### src/verilog/rscr_pkg.sv
// Constants for the radio serial register front end.
// Assumes a single core clock domain; serial pins are sampled in.
package rscr_pkg;
	localparam logic [4:0] ADDR_CFG    = 5'h00;
	localparam logic [4:0] ADDR_AA     = 5'h01;
	localparam logic [4:0] ADDR_RXEN   = 5'h02;
	localparam logic [4:0] ADDR_STATUS = 5'h07;
	localparam logic [4:0] B1_REV_LAST = 5'h08;
	localparam logic [4:0] B1_LAST     = 5'h0e;
	localparam logic [7:0] CFG_RST     = 8'h08;
	localparam logic [7:0] AA_RST      = 8'h3f;
	localparam logic [7:0] RXEN_RST    = 8'h03;
	localparam logic [7:0] CFG_WMASK   = 8'h7f;
	localparam logic [7:0] PIPE_WMASK  = 8'h3f;
	localparam int CFG_RX_MASK_POS     = 6;
	localparam int CFG_TX_MASK_POS     = 5;
	localparam int CFG_RT_MASK_POS     = 4;
	localparam int CFG_CRC_EN_POS      = 3;
	localparam int CFG_CRC_LEN_POS     = 2;
	localparam int CFG_PWR_POS         = 1;
	localparam int CFG_ROLE_POS        = 0;
	localparam int ST_BANK_POS         = 7;
	localparam logic [2:0] ST_PIPE_EMPTY = 3'h7;
	localparam logic [2:0] OP_READ     = 3'h0;
	localparam logic [2:0] OP_WRITE    = 3'h1;
	localparam logic [7:0] OP_ACTIVATE = 8'h50;
	localparam logic [7:0] BANK_TOGGLE = 8'h53;
	localparam logic [2:0] WORD_LAST   = 3'h3;
	localparam logic [2:0] BYTE_CNT_MAX = 3'h7;
endpackage

### src/verilog/rscr_spi_regs.sv
// Serial slave register front end: framing, two banks, first config regs.
// Assumes mode-0 serial master far slower than core_clk; events are
// one-cycle pulses from core_clk logic.
// Notes on behaviour
// - Low byte first, high bit first.
// - Status shifts out during command byte.
// - Bank one addresses 0-8 send high byte first.
// - Two banks; activate plus 0x53 toggles bank.
// - Status bit 7 shows current bank.
// - Bit 6 masks receive-ready from interrupt pin.
// - Bit 5 masks transmit-sent from interrupt pin.
// - Bit 4 masks retry-limit from interrupt pin.
// - CRC forced on by any auto-acknowledge bit.
// - Bit 2 picks one or two CRC bytes.
// - Bit 1 powers up, zero powers down.
// - Bit 0 picks receiver role; bit 7 zero.
// - Six auto-acknowledge pipe bits, reset ones.
// - Read is 000A AAAA, write 001A AAAA.
// - Activate opcode 0x50 takes one data byte.
// - Receive-ready flag set by event, write-one clears.
`timescale 1ns/100ps
module rscr_spi_regs (
	input  wire logic       core_clk,
	input  wire logic       rstn,
	input  wire logic       spi_sck,
	input  wire logic       spi_csn_n,
	input  wire logic       spi_mosi,
	output logic            spi_miso,
	output logic            spi_miso_oe,
	output logic            irq_n,
	input  wire logic       rx_ready_evt,
	input  wire logic       tx_sent_evt,
	input  wire logic       retry_limit_evt,
	output logic            crc_enable,
	output logic            crc_length_select,
	output logic            power_on_bit,
	output logic            primary_role_select,
	output logic [5:0]      auto_ack_pipes,
	output logic [5:0]      rx_pipe_enables,
	output logic            bank_indicator
);
	typedef struct packed {
		logic              sck_s1;
		logic              sck_s2;
		logic              sck_d;
		logic              csn_s1;
		logic              csn_s2;
		logic              csn_d;
		logic              mosi_s1;
		logic              mosi_s2;
		logic [2:0]        bitcnt;
		logic [2:0]        bytecnt;
		logic [7:0]        cmd;
		logic [7:0]        rx_sh;
		logic [7:0]        tx_sh;
		logic [7:0]        cfg;
		logic [7:0]        aa;
		logic [7:0]        rxen;
		logic [2:0]        flags;
		logic              bank;
		logic              irq_n;
		logic [14:0][31:0] b1;
	} rscr_state_t;

	logic        rst_s1_reg;
	logic        rst_n;
	rscr_state_t r;
	rscr_state_t n;
	logic        sck_rise;
	logic        sck_fall;
	logic        csn_fall;
	logic [7:0]  rx_byte;
	logic [7:0]  status;
	logic [7:0]  rdata;
	logic [2:0]  k;
	logic [1:0]  lane;
	logic [4:0]  addr;
	logic        act_hit;
	logic [2:0]  evt;
	logic [2:0]  masks;

	always_ff @(posedge core_clk or negedge rstn) begin
		if (!rstn) begin
			rst_s1_reg <= 1'b0;
			rst_n      <= 1'b0;
		end else begin
			rst_s1_reg <= 1'b1;
			rst_n      <= rst_s1_reg;
		end
	end

	assign evt   = {rx_ready_evt, tx_sent_evt, retry_limit_evt};
	assign masks = {r.cfg[rscr_pkg::CFG_RX_MASK_POS],
		r.cfg[rscr_pkg::CFG_TX_MASK_POS],
		r.cfg[rscr_pkg::CFG_RT_MASK_POS]};
	// status byte with bank bit on top
	assign status = {r.bank, r.flags, rscr_pkg::ST_PIPE_EMPTY, 1'b0};

	always_comb begin
		n        = r;
		n.sck_s1 = spi_sck;
		n.sck_s2 = r.sck_s1;
		n.sck_d  = r.sck_s2;
		n.csn_s1 = spi_csn_n;
		n.csn_s2 = r.csn_s1;
		n.csn_d  = r.csn_s2;
		n.mosi_s1 = spi_mosi;
		n.mosi_s2 = r.mosi_s1;
		sck_rise = r.sck_s2 & ~r.sck_d & ~r.csn_s2;
		sck_fall = ~r.sck_s2 & r.sck_d & ~r.csn_s2;
		csn_fall = ~r.csn_s2 & r.csn_d;
		rx_byte  = {r.rx_sh[6:0], r.mosi_s2};
		addr     = r.cmd[4:0];
		k        = r.bytecnt - 3'h1;
		// reversed lanes in low bank one addresses
		lane = (addr <= rscr_pkg::B1_REV_LAST) ?
			2'(rscr_pkg::WORD_LAST - k) : k[1:0];
		rdata = 8'h00;
		if (r.cmd[7:5] == rscr_pkg::OP_READ && r.bytecnt != 3'h0) begin
			if (!r.bank) begin
				if (k == 3'h0) begin
					case (addr)
						rscr_pkg::ADDR_CFG:    rdata = r.cfg;
						rscr_pkg::ADDR_AA:     rdata = r.aa;
						rscr_pkg::ADDR_RXEN:   rdata = r.rxen;
						rscr_pkg::ADDR_STATUS: rdata = status;
						default:               rdata = 8'h00;
					endcase
				end
			end else if (addr <= rscr_pkg::B1_LAST &&
				k <= rscr_pkg::WORD_LAST) begin
				rdata = r.b1[addr][{lane, 3'b000} +: 8];
			end
		end
		act_hit = sck_rise && r.bitcnt == 3'h7 && r.bytecnt == 3'h1 &&
			r.cmd == rscr_pkg::OP_ACTIVATE &&
			rx_byte == rscr_pkg::BANK_TOGGLE;
		if (csn_fall) begin
			n.bitcnt  = 3'h0;
			n.bytecnt = 3'h0;
			n.tx_sh   = status;
		end else if (sck_rise) begin
			n.rx_sh  = rx_byte;
			n.bitcnt = r.bitcnt + 3'h1;
			if (r.bitcnt == 3'h7) begin
				if (r.bytecnt != rscr_pkg::BYTE_CNT_MAX)
					n.bytecnt = r.bytecnt + 3'h1;
				if (r.bytecnt == 3'h0) begin
					n.cmd = rx_byte;
				end else if (r.cmd[7:5] == rscr_pkg::OP_WRITE) begin
					if (!r.bank) begin
						if (k == 3'h0) begin
							case (addr)
								rscr_pkg::ADDR_CFG:
									n.cfg = rx_byte & rscr_pkg::CFG_WMASK;
								rscr_pkg::ADDR_AA:
									n.aa = rx_byte & rscr_pkg::PIPE_WMASK;
								rscr_pkg::ADDR_RXEN:
									n.rxen = rx_byte & rscr_pkg::PIPE_WMASK;
								rscr_pkg::ADDR_STATUS:
									n.flags = r.flags & ~rx_byte[6:4];
								default: n.cfg = r.cfg;
							endcase
						end
					end else if (addr <= rscr_pkg::B1_LAST &&
						k <= rscr_pkg::WORD_LAST) begin
						n.b1[addr][{lane, 3'b000} +: 8] = rx_byte;
					end
				end
			end
		end else if (sck_fall) begin
			// next byte loaded at byte boundary
			if (r.bitcnt == 3'h0)
				n.tx_sh = rdata;
			else
				n.tx_sh = {r.tx_sh[6:0], 1'b0};
		end
		if (act_hit)
			n.bank = ~r.bank;
		n.flags = n.flags | evt;
		n.irq_n = ~|(n.flags & ~masks);
	end

	always_ff @(posedge core_clk or negedge rst_n) begin
		if (!rst_n) begin
			r <= '{csn_s1: 1'b1, csn_s2: 1'b1, csn_d: 1'b1,
				cfg: rscr_pkg::CFG_RST, aa: rscr_pkg::AA_RST,
				rxen: rscr_pkg::RXEN_RST, irq_n: 1'b1, default: '0};
		end else begin
			r <= n;
		end
	end

	assign spi_miso    = r.tx_sh[7];
	assign spi_miso_oe = ~r.csn_s2;
	assign irq_n       = r.irq_n;
	assign crc_enable  = r.cfg[rscr_pkg::CFG_CRC_EN_POS] | (|r.aa[5:0]);
	assign crc_length_select   = r.cfg[rscr_pkg::CFG_CRC_LEN_POS];
	assign power_on_bit        = r.cfg[rscr_pkg::CFG_PWR_POS];
	assign primary_role_select = r.cfg[rscr_pkg::CFG_ROLE_POS];
	assign auto_ack_pipes      = r.aa[5:0];
	assign rx_pipe_enables     = r.rxen[5:0];
	assign bank_indicator      = r.bank;

	chk_crc_forced: assert property (
		@(posedge core_clk) disable iff (!rst_n)
		(|auto_ack_pipes) |-> crc_enable)
		else $error("crc not forced by auto-ack");
	chk_irq_unmasked: assert property (
		@(posedge core_clk) disable iff (!rst_n)
		(rx_ready_evt && !masks[2]) |=> !irq_n)
		else $error("unmasked rx event left irq high");
	chk_cfg_reserved: assert property (
		@(posedge core_clk) disable iff (!rst_n)
		r.cfg[7] == 1'b0)
		else $error("config reserved bit set");
	chk_aa_reserved: assert property (
		@(posedge core_clk) disable iff (!rst_n)
		r.aa[7:6] == 2'b00 && r.rxen[7:6] == 2'b00)
		else $error("pipe reserved bits set");
	chk_event_sets: assert property (
		@(posedge core_clk) disable iff (!rst_n)
		rx_ready_evt |=> r.flags[2])
		else $error("rx ready flag not set");
	chk_status_bank: assert property (
		@(posedge core_clk) disable iff (!rst_n)
		(csn_fall && !act_hit) |=> spi_miso == $past(r.bank))
		else $error("status msb is not the bank");
	chk_bank_toggle: assert property (
		@(posedge core_clk) disable iff (!rst_n)
		(r.bank != n.bank) |-> act_hit)
		else $error("bank changed without activate");
	chk_frame_restart: assert property (
		@(posedge core_clk) disable iff (!rst_n)
		csn_fall |=> (r.bitcnt == 3'h0 && r.bytecnt == 3'h0))
		else $error("counters not restarted on select");
	chk_rev_first: assert property (
		@(posedge core_clk) disable iff (!rst_n)
		(sck_rise && !csn_fall && r.bitcnt == 3'h7 &&
		r.bytecnt == 3'h1 && r.bank &&
		r.cmd[7:5] == rscr_pkg::OP_WRITE &&
		addr <= rscr_pkg::B1_REV_LAST)
		|=> r.b1[$past(addr)][31:24] == $past(rx_byte))
		else $error("bank one first byte not in top lane");
endmodule
### config.mk
export PLATFORM = sky130hd
export DESIGN_NAME = rscr_spi_regs
export DESIGN_NICKNAME = d
export VERILOG_FILES = /design/src/verilog/rscr_pkg.sv /design/src/verilog/rscr_spi_regs.sv
export SDC_FILE = /design/constraint.sdc
export NUM_CORES = 1
export LEC_CHECK = 0
export BUFFER_PORTS_ARGS = -buffer_cell sky130_fd_sc_hd__buf_2
export CORE_ASPECT_RATIO = 1.2
export CORE_MARGIN = 2
export CORE_UTILIZATION = 60
export DETAILED_ROUTE_END_ITERATION = 10
export PLACE_DENSITY_LB_ADDON = 0.2
export SYNTH_ARGS = -nofsm -noshare
export SYNTH_HDL_FRONTEND = slang
export SYNTH_SLANG_ARGS = --single-unit
### constraint.sdc
create_clock -name core_clk -period 50.7 [get_ports core_clk]
set_input_delay 2.535 -clock core_clk [delete_from_list [all_inputs] [get_ports core_clk]]
set_output_delay 2.535 -clock core_clk [all_outputs]
set_load 0.02 [all_outputs]
==> flow_metrics.tcl <==
set metrics [dict create \
    setup_viol 0 \
    die_area_mm2 0.04262 \
    first_pass_iters 6 \
    slew_violations 0 \
    drv_cap 0 \
    rsz0062_at_grt "no" \
    rows 81 \
    clockBufferDepth 3 \
    pwr_density_cell_mw_per_mm2 32.43 \
    nets 2295 \
    synth_top_area_share_pct 53.94 \
    core_region_area_mm2 0.04064 \
    postCtsSetupBuffers 0 \
    setup_tns_ns 0 \
    ir_drop_uv 28.69 \
    largest_register_ffs 510 \
    grt_pass1_vias 17590 \
    syn_area_mm2 0.02459 \
    cts_root_buf "clkbuf_16" \
    pre_cts_ws_ns 46.24 \
    die_y_um 225.8 \
    grt_use_total_pct 30.82 \
    post-route-period-util_pct 8.863 \
    synth_area_leaders "dfrtp_1 (54%), o21ai_0 (9.4%), nand2_1 (9.2%)" \
    drive_gt1_share_pct 12.34 \
    layout_common_cells "nand2_1 (600), dfrtp_1 (525), o21ai_0 (464)" \
    r2r_cells 8 \
    drt_iter0_drc 1618 \
    dpl_cell_area_mm2 0.02478 \
    tightest_slew_ns 1.376 \
    synthCells 2366 \
    port-buffer-count 27 \
    cp.arrival_ns 4.93 \
    vias 18110 \
    wl_per_cell_um 22.38 \
    ys_warn_count 0 \
    drc 0 \
    num_antenna_cells 0 \
    max_freq_ghz 0.2225 \
    holdWs_ns 0.3491 \
    avgSynthCellArea_um2 10.39 \
    layout_setup_ws_ns 46.21 \
    worstSetupEndpointType "flop" \
    grt_max_degree 173 \
    ys_seq_area_share_pct 55.33 \
    hold_depth 0 \
    cts_hold_buf 0 \
    synth_area_leader_cell "dfrtp_1" \
    cp_max_fo 16 \
    largest_register "r" \
    routed_wl_um 63950 \
    syn-num-nets 2382 \
    hold_class "reg2reg" \
    slew_headroom_pct 8.234 \
    critPathKind "reg2reg" \
    fin_cells 2857 \
    leakagePower_nw 11.01 \
    cts_buffers 52 \
    post-dp-hpwl_um 40340 \
    area_delta_synth_final_pct 7.816 \
    clock_sinks 543 \
    ioPinCount 28 \
    die_w_um 188.8 \
    synth_edf_count 0 \
    path_clk_slew_ns 0.06 \
    dp_cells 2763 \
    start_util_pct 60.50 \
    final_util_pct 65.23 \
    grt_pass1_wl_um 101800 \
    ys_ff_latch 543 \
    critPathRequiredTime_ns 51.13 \
    clkLatencyLatePin_ns 0.59 \
    via_per_inst 6.337 \
    ant_nets 0 \
    cts_tree "yes" \
    critPathLaunchType "flop" \
    clock_skew_ns 0.02008 \
    antenna_found_initial 1 \
    cts_resized 0 \
    overflow 0 \
    final_common_cell "nand2_1" \
    ys_types 63 \
    fin_area_mm2 0.02651 \
    hold_viol 0 \
    ctsHtreeMaxLevel 2 \
    gp_congestion 0.9421 \
    status "finished clean" \
    total_power_mw 0.8598 \
    fin_crit_ns 4.494 \
    async_flop_share_pct 100.0 \
    ys.flop_type "dfrtp_1" \
]
==> power breakdown <==
group	switching (mW)	total [mW]	internal (mW)	leakage [nW]
combinational	0.0162	0.0196	0.00340	2.68
clock	0.166	0.393	0.227	0.862
sequential	0.0115	0.447	0.436	7.47
total	0.193	0.860	0.666	11.0
==> final timing paths <==
kind,startpoint,to,slack [ns]
setup / recovery,r[533],r[71],46.21
hold / removal,rst_s1_reg,rst_n,0.35
setup reg to reg,r[533],r[71],46.21
hold reg to reg,rst_s1_reg,rst_n,0.35
max in group asynchronous,rst_n,r[69],47.73
min in group asynchronous,rst_n,r[23],0.46
==> area by class of cell <==
cell class                 count  area, µm²
clock buffer                  75       1549
inverter                      27      101.3
fill                        3104      14130
clock inverter                18      178.9
tap                          539      674.4
timing repair buffer          47      307.8
sequential                   543      13620
multi-input combinational   1608      10080
==> cells by family after synthesis <==
| logic type | Yosys count | share of synthesized area, % |
|---|---|---|
| and+or+nand+nor | 742 | 13.09 |
| AOI/OAI and AO/OA | 641 | 14.61 |
| DFF | 543 | 55.33 |
| buffers and inverters | 215 | 3.806 |
| muxes | 212 | 12.59 |
| adders and majority gates | 8 | 0.4071 |
| xor gates and xnor gates | 4 | 0.1425 |
| other | 1 | 0.01525 |
==> critical path, cell delays in order (launching register included) <==
cell	delay, ns
dfrtp_1	0.60
inv_1	0.21
ha_1	0.27
nor2b_1	0.16
or4_1	0.93
nor4_2	1.12
nand2_1	0.69
nand2_1	0.24
o21ai_0	0.11
==> metal layers <==
metal	vias up	routed length (µm)	track usage, %
met5	-	12	0
met4	2	2819	13.10
met3	163	4724	4.942
met2	768	29730	48.02
met1	9052	26660	43.50
li1	8120	-	-
==> synth_stat cells, types with 5 or more instances <==
master / n
a21oi_1: 20
a221o_1: 5
a221oi_1: 5
a22o_1: 5
a22oi_1: 31
a31oi_1: 5
buf_1: 8
buf_2: 51
buf_4: 13
clkbuf_1: 113
dfrtp_1: 530
dfstp_2: 13
ha_1: 8
inv_1: 27
mux2_2: 39
mux2i_1: 99
mux4_2: 74
nand2_1: 600
nand2b_1: 8
nand3_1: 37
nand4_1: 10
nor2_1: 21
nor2b_1: 14
nor3_1: 7
nor4_1: 10
nor4_4: 10
o211ai_1: 25
o21ai_0: 464
o21ai_1: 26
o221ai_1: 20
o22ai_1: 8
or2_2: 5
Note: power is estimated with default switching activity, not from simulation.
